[src/rtl/fbe_pkg.sv]
// Package for the flash block erase sequencer: register offsets, fields, timing.
// Assumes a single 50 MHz clock and a plain strobe register port from the core.
package fbe_pkg;

  // ==========================================================================
  // Register map
  localparam logic [1:0] ADDR_PTR_LO = 2'h0;
  localparam logic [1:0] ADDR_PTR_HI = 2'h1;
  localparam logic [1:0] ADDR_CTRL = 2'h2;
  localparam logic [1:0] ADDR_UNLOCK = 2'h3;

  // ==========================================================================
  // Control register fields
  localparam int CTRL_WR_BIT = 1;
  localparam int CTRL_WRITE_ENABLE_BIT_BIT = 2;
  localparam int CTRL_ERASE_BIT = 4;
  localparam int CTRL_ERR_BIT = 3;
  localparam logic [7:0] CTRL_RESET = 8'h00;
  localparam logic [7:0] CTRL_WMASK = 8'h14;

  // ==========================================================================
  // Unlock keys and addressing
  localparam logic [7:0] UNLOCK_KEY1 = 8'h55;
  localparam logic [7:0] UNLOCK_KEY2 = 8'hAA;
  localparam int PTR_W = 22;
  localparam int BLK_LSB = 10;
  localparam int BLK_W = 12;
  localparam int BLOCK_WORDS = 256;
  localparam int BLOCK_BYTES = 512;

  // ==========================================================================
  // Erase timing
  localparam int CLK_MHZ = 50;
  localparam int ERASE_TIME_US = 1000;
  localparam int ERASE_CYCLES = ERASE_TIME_US * CLK_MHZ;
  localparam int CNT_W = 24;

  // ==========================================================================
  // Types
  typedef enum logic [1:0] {
    UL_IDLE = 2'b00,
    UL_KEY1 = 2'b01,
    UL_OPEN = 2'b10
  } fbe_unlock_t;

  typedef struct packed {
    logic [1:0] addr;
    logic [7:0] wdata;
    logic wr;
    logic rd;
  } fbe_bus_t;

  typedef struct packed {
    logic req;
    logic [BLK_W-1:0] block;
  } fbe_erase_t;

endpackage

[src/rtl/fbe_sequencer.sv]
// Flash block erase sequencer: unlock check, erase launch, core stall, timer.
// Assumes the core drives a one-cycle strobe register port on the same clock.
//
// Decided for this implementation: the placing of the registers and the strobed register port.
module fbe_sequencer #(
  parameter int ERASE_CYCLES_P = fbe_pkg::ERASE_CYCLES
) (
  // Clock and reset
  input wire logic clk,
  input wire logic rst,
  // Register port
  input wire logic [1:0] reg_addr,
  input wire logic [7:0] reg_wdata,
  input wire logic reg_wr,
  input wire logic reg_rd,
  output logic [7:0] reg_rdata,
  // Flash array and core
  output fbe_pkg::fbe_erase_t erase_cmd,
  output logic erase_busy,
  output logic core_stall
);

  // ==========================================================================
  // Bus decode
  fbe_pkg::fbe_bus_t bus;
  assign bus = '{addr: reg_addr, wdata: reg_wdata, wr: reg_wr, rd: reg_rd};

  logic [fbe_pkg::PTR_W-1:0] ptr_r;
  logic [7:0] ctrl_r;
  logic err_r;
  fbe_pkg::fbe_unlock_t unlock_r;
  logic busy_r;
  logic [fbe_pkg::CNT_W-1:0] cnt_r;
  logic done;
  logic start;
  logic wr_ctrl;
  logic wr_unlock;

  assign wr_ctrl = bus.wr && (bus.addr == fbe_pkg::ADDR_CTRL);
  assign wr_unlock = bus.wr && (bus.addr == fbe_pkg::ADDR_UNLOCK);
  assign done = busy_r && (cnt_r == '0);
  // Initiate is honoured only with write enable, erase select and open lock.
  assign start = wr_ctrl && bus.wdata[fbe_pkg::CTRL_WR_BIT] && !busy_r
    && ctrl_r[fbe_pkg::CTRL_WRITE_ENABLE_BIT_BIT] && bus.wdata[fbe_pkg::CTRL_WRITE_ENABLE_BIT_BIT]
    && bus.wdata[fbe_pkg::CTRL_ERASE_BIT]
    && (unlock_r == fbe_pkg::UL_OPEN);

  // ==========================================================================
  // Address pointer
  always_ff @(posedge clk) begin
    if (rst) begin
      ptr_r <= '0;
    end else if (bus.wr && !busy_r && bus.addr == fbe_pkg::ADDR_PTR_LO) begin
      ptr_r[7:0] <= bus.wdata;
    end else if (bus.wr && !busy_r && bus.addr == fbe_pkg::ADDR_PTR_HI) begin
      // Only bits 15:0 are reachable over the port; bits 21:16 stay zero.
      ptr_r[15:8] <= bus.wdata;
    end
  end

  // ==========================================================================
  // Unlock sequence
  always_ff @(posedge clk) begin
    if (rst) begin
      unlock_r <= fbe_pkg::UL_IDLE;
    end else if (done || start) begin
      unlock_r <= fbe_pkg::UL_IDLE;
    end else if (wr_unlock) begin
      unique case (unlock_r)
        fbe_pkg::UL_IDLE: begin
          unlock_r <= (bus.wdata == fbe_pkg::UNLOCK_KEY1) ? fbe_pkg::UL_KEY1
            : fbe_pkg::UL_IDLE;
        end
        fbe_pkg::UL_KEY1: begin
          unlock_r <= (bus.wdata == fbe_pkg::UNLOCK_KEY2) ? fbe_pkg::UL_OPEN
            : fbe_pkg::UL_IDLE;
        end
        fbe_pkg::UL_OPEN: begin
          unlock_r <= fbe_pkg::UL_IDLE;
        end
        default: begin
          unlock_r <= fbe_pkg::UL_IDLE;
        end
      endcase
    end else if (wr_ctrl) begin
      unlock_r <= fbe_pkg::UL_IDLE;
    end
  end

  // ==========================================================================
  // Control register
  always_ff @(posedge clk) begin
    if (rst) begin
      ctrl_r <= fbe_pkg::CTRL_RESET;
    end else if (done) begin
      ctrl_r[fbe_pkg::CTRL_WR_BIT] <= 1'b0;
    end else if (wr_ctrl && !busy_r) begin
      ctrl_r <= bus.wdata & fbe_pkg::CTRL_WMASK;
      ctrl_r[fbe_pkg::CTRL_WR_BIT] <= start;
    end
  end

  // Refused initiate is flagged; cleared by a control write without initiate.
  always_ff @(posedge clk) begin
    if (rst) begin
      err_r <= 1'b0;
    end else if (wr_ctrl && !busy_r) begin
      err_r <= bus.wdata[fbe_pkg::CTRL_WR_BIT] && !start;
    end
  end

  // ==========================================================================
  // Erase timer
  always_ff @(posedge clk) begin
    if (rst) begin
      busy_r <= 1'b0;
      cnt_r <= '0;
    end else if (start) begin
      busy_r <= 1'b1;
      cnt_r <= fbe_pkg::CNT_W'(ERASE_CYCLES_P - 1);
    end else if (done) begin
      busy_r <= 1'b0;
    end else if (busy_r) begin
      cnt_r <= cnt_r - 1'b1;
    end
  end

  // ==========================================================================
  // Outputs
  always_ff @(posedge clk) begin
    if (rst) begin
      erase_cmd <= '0;
    end else begin
      erase_cmd.req <= start;
      if (start) begin
        erase_cmd.block <= ptr_r[fbe_pkg::BLK_LSB +: fbe_pkg::BLK_W];
      end
    end
  end

  assign erase_busy = busy_r;
  assign core_stall = busy_r;

  always_ff @(posedge clk) begin
    if (rst) begin
      reg_rdata <= 8'h00;
    end else if (bus.rd) begin
      unique case (bus.addr)
        fbe_pkg::ADDR_PTR_LO: reg_rdata <= ptr_r[7:0];
        fbe_pkg::ADDR_PTR_HI: reg_rdata <= ptr_r[15:8];
        fbe_pkg::ADDR_CTRL: begin
          reg_rdata <= ctrl_r;
          reg_rdata[fbe_pkg::CTRL_ERR_BIT] <= err_r;
        end
        fbe_pkg::ADDR_UNLOCK: reg_rdata <= 8'h00;
      endcase
    end else begin
      reg_rdata <= 8'h00;
    end
  end

  // ==========================================================================
  // Assertion helper: cycles spent stalled in the current erase.
  logic [fbe_pkg::CNT_W-1:0] stall_len_r;

  always_ff @(posedge clk) begin
    if (rst) begin
      stall_len_r <= '0;
    end else if (busy_r) begin
      stall_len_r <= stall_len_r + 1'b1;
    end else begin
      stall_len_r <= '0;
    end
  end
endmodule

[config.mk]
export PLATFORM = sky130hd
export DESIGN_NAME = fbe_sequencer
export DESIGN_NICKNAME = d
export VERILOG_FILES = /design/src/rtl/fbe_pkg.sv /design/src/rtl/fbe_sequencer.sv
export SDC_FILE = /design/constraint.sdc
export NUM_CORES = 1
export LEC_CHECK = 0
export BUFFER_PORTS_ARGS = -buffer_cell sky130_fd_sc_hd__buf_2
export CORE_UTILIZATION = 30
export CTS_BUF_LIST = sky130_fd_sc_hd__clkbuf_8 sky130_fd_sc_hd__clkbuf_16
export DETAILED_ROUTE_END_ITERATION = 12
export PLACE_DENSITY = 0.52
export SETUP_SLACK_MARGIN = 0.5
export SKIP_CTS_REPAIR_TIMING = 1
export SYNTH_ARGS = -nofsm -noshare
export SYNTH_HDL_FRONTEND = slang
export SYNTH_SLANG_ARGS = --single-unit
export TNS_END_PERCENT = 20
[constraint.sdc]
create_clock -name clk -period 2.4 [get_ports clk]
set_input_delay 0.24 -clock clk [delete_from_list [all_inputs] [get_ports clk]]
set_output_delay 0.24 -clock clk [all_outputs]
set_load 0.02 [all_outputs]
==> flow_metrics.tcl <==
set metrics [dict create \
    total_leakage_power_nw 1.343 \
    place_inst 457 \
    met3_usage_pct 3.579 \
    fin_nets 380 \
    ios 37 \
    cp_num_buf_inv 0 \
    rsz0062_at_grt "yes" \
    worstPathRequired_ns 2.66 \
    worstHoldPathCells 3 \
    diodes 0 \
    grt_use_met2_pct 22.10 \
    grt_util_met1_pct 19.78 \
    fin_setup_tns_ns 0 \
    gp_congestion 0.7468 \
    cp-end-kind "register" \
    drv_slew 0 \
    rows 34 \
    die_y_um 98.36 \
    synth-seq-area-share_pct 44.56 \
    crit_fanout 6 \
    yosys_warnings 0 \
    grt_busiest_layer "met2" \
    nFillCells 912 \
    grt_max_degree 24 \
    hold_slack_ns 0.1600 \
    die_width_um 98.36 \
    crit_arrival_ns 2.24 \
    fp.coreArea_sq_um 8848 \
    vias_per_cell 5.088 \
    num_vias 2427 \
    worstHoldStart "reg_wdata[3]" \
    cts_root_buffer "clkbuf_8" \
    clkSinkCount 62 \
    synthXorXnorAreaFrac_pct 2.201 \
    max_freq_ghz 0.5062 \
    synth.distinct_cells 50 \
    grt_pass1_vias 2212 \
    ys_async_sr_fraction_pct 0 \
    path_delay_family "simple AND/OR/NAND/NOR gates" \
    period_share_pct 82.31 \
    floorplan.initialDensity_pct 31.48 \
    synth_top_family_by_area "simple AND/OR/NAND/NOR gates" \
    path_class "reg -> reg" \
    worstRegToRegCells 5 \
    hold_class "in -> reg" \
    start_kind "register" \
    vdd.ir_drop.worst_mv 0.2583 \
    totalPowerFinal_w 0.002122 \
    r2r-end "cnt_r[2]$_SDFFE_PP0P_" \
    overflow 0 \
    dieArea_sq_um 9674 \
    post_dp_cell_area_sq_um 3103 \
    setup_violations 0 \
    drive_gt1_share_pct 24.66 \
    synth_area_per_cell_sq_um 8.623 \
    hold_end "ptr_r[3]$_SDFFE_PP0P_" \
    worstMarginPinSlew_ns 0.5984 \
    netlist_area_sq_um 2785 \
    cts_made_buffers 9 \
    synth_compound_area_share_pct 13.25 \
    synth_edf_count 0 \
    drc 0 \
    clk_pin_slew_ns 0.08 \
    synth-seq-cells 62 \
    drtAntennaViolNets 0 \
    yosys_most_used_dff "dfxtp_1" \
    cts.htree.levels 3 \
    p_per_area_nw_per_um2 617.2 \
    drt-total-wl_um 6726 \
    worstPathCellList "or4_4 -> or3_4 -> o31a_4 -> and3_4 -> nor4_2" \
    dpl.hpwl_um 4584 \
    area_growth_pct 23.45 \
    period_needed_ns 1.976 \
    worstSkewPairLatency_ns 0.35 \
    drtIter0Drc 138 \
    rrSetupSlack_ns 0.42 \
    wl_per_cell_um 14.10 \
    fin_cells 477 \
    r2r_start "cnt_r[5]$_SDFFE_PP0P_" \
    syn_inst 323 \
    status "completed" \
    dr.pass1.iters 7 \
    grt_pass1_wl_um 11070 \
    synthSimpleGateAreaFrac_pct 28.66 \
    grt_util_all_layers_pct 14.51 \
    cp_slowest_cell "or4_4" \
    muxShareOfSynthArea_pct 6.110 \
    slew_headroom_pct 59.96 \
    clock_skew_ns 0.01089 \
    final_area_sq_um 3438 \
    place.port_buffers 30 \
    hold_viol_final 0 \
    cts_tree "built" \
    antenna_found_initial 0 \
    synth-adder-area-share_pct 0.8985 \
    slowest_delay_ns 0.53 \
    cts_buffer_depth 2 \
    max-cap-violations 0 \
]
final cells by class:
| class | count | area, sq um | share of cell area, % |
|---|---|---|---|
| multi-input combinational | 244 | 1578 | 45.89 |
| sequential | 62 | 1250 | 36.35 |
| timing repair buffer | 44 | 255.2 | 7.424 |
| inverter | 3 | 11.26 | 0.3275 |
| tap | 108 | 135.1 | 3.930 |
| clock buffer | 10 | 137.6 | 4.003 |
| clock inverter | 6 | 71.32 | 2.074 |
worst reg2reg max path: stages (launching register included):
cell     delay (ns)
dfxtp_4        0.36
or4_4          0.53
or3_4          0.38
o31a_4         0.32
and3_4         0.19
nor4_2         0.12
Yosys cell counts, drive strengths merged, types with 4 or more instances:
master	n	area (sq um)
mux2i	17	170.2
o31ai	4	43.79
or3	6	42.54
dfxtp	62	1241
o21ai	6	30.03
o211ai	5	37.54
nand2	47	176.4
nor4	10	75.07
buf	12	75.07
a31oi	4	25.02
nor2	40	150.1
nor3	9	50.05
a21oi	29	145.1
nand3	7	40.04
xor2	4	35.03
or4	8	61.31
nor4b	7	61.31
clkbuf	8	30.03
cell families (layout without fill, tap and decap cells):
group | after synthesis | in the layout
mux | 17 | 17
simple gates | 153 | 153
flops | 62 | 62
xor+xnor | 7 | 7
other cells | 1 | 6
buf+inv | 23 | 63
compound gates | 58 | 59
fa+ha+maj | 2 | 2
how the worst max path moves through the flow:
stage                          start                      to  slack [ns]  cells after the start
2_1_floorplan  cnt_r[5]$_SDFFE_PP0P_   cnt_r[2]$_SDFFE_PP0P_        0.42                      5
3_3_place_gp   cnt_r[5]$_SDFFE_PP0P_   cnt_r[2]$_SDFFE_PP0P_        0.35                      5
3_5_place_dp   cnt_r[5]$_SDFFE_PP0P_   cnt_r[2]$_SDFFE_PP0P_        0.31                      5
4_1_cts        cnt_r[5]$_SDFFE_PP0P_   cnt_r[2]$_SDFFE_PP0P_        0.30                      5
5_1_grt        cnt_r[8]$_SDFFE_PP0P_  cnt_r[19]$_SDFFE_PP0P_        0.37                      6
6_report       cnt_r[5]$_SDFFE_PP0P_   cnt_r[2]$_SDFFE_PP0P_        0.42                      5
layout by cell type, fill, tap and decap left out, drive strengths merged, types with 3 or more instances in the layout:
cell type	instances
a31oi	4
or3	6
nor4	10
o31ai	5
clkbuf	10
inv	3
nor3	9
or4	8
nand3	7
nand2b	3
clkinv	3
nand2	47
conb	6
a211oi	3
o21ai	6
xnor2	3
nor4b	7
mux2i	17
o211ai	5
buf	44
nor2	40
a21oi	29
dfxtp	62
and3	3
xor2	4
or4b	3
state kept, by name, summed over array words and instances (netlist names):
signal / flops
cnt_r: 24
ptr_r: 16
reg_rdata: 8
erase_cmd: 7
ctrl_r: 3
unlock_r: 2
core_stall: 1
err_r: 1
report_power, final:
part | internal [W] | switching (W) | total [W]
Sequential | 0.00104 | 0.00000671 | 0.00104
Combinational | 0.0000375 | 0.0000742 | 0.000112
Clock | 0.000513 | 0.000454 | 0.000966
Total | 0.00159 | 0.000534 | 0.00212
per-stage QoR:
stage | util, % | worst slack, ns
floorplan | - | 0.4211
global placement | 35.07 | 0.3522
global route | 38.86 | 0.3666
CTS | 37.43 | 0.3042
detailed placement | 35.07 | 0.3119
finish | 38.86 | 0.4245
per-layer routing:
metal,routed length (um),vias up
met5,0,-
met4,76,0
met3,220,7
met2,3090,42
met1,3338,1156
li1,-,1222
(Power assumes the default switching activity.)
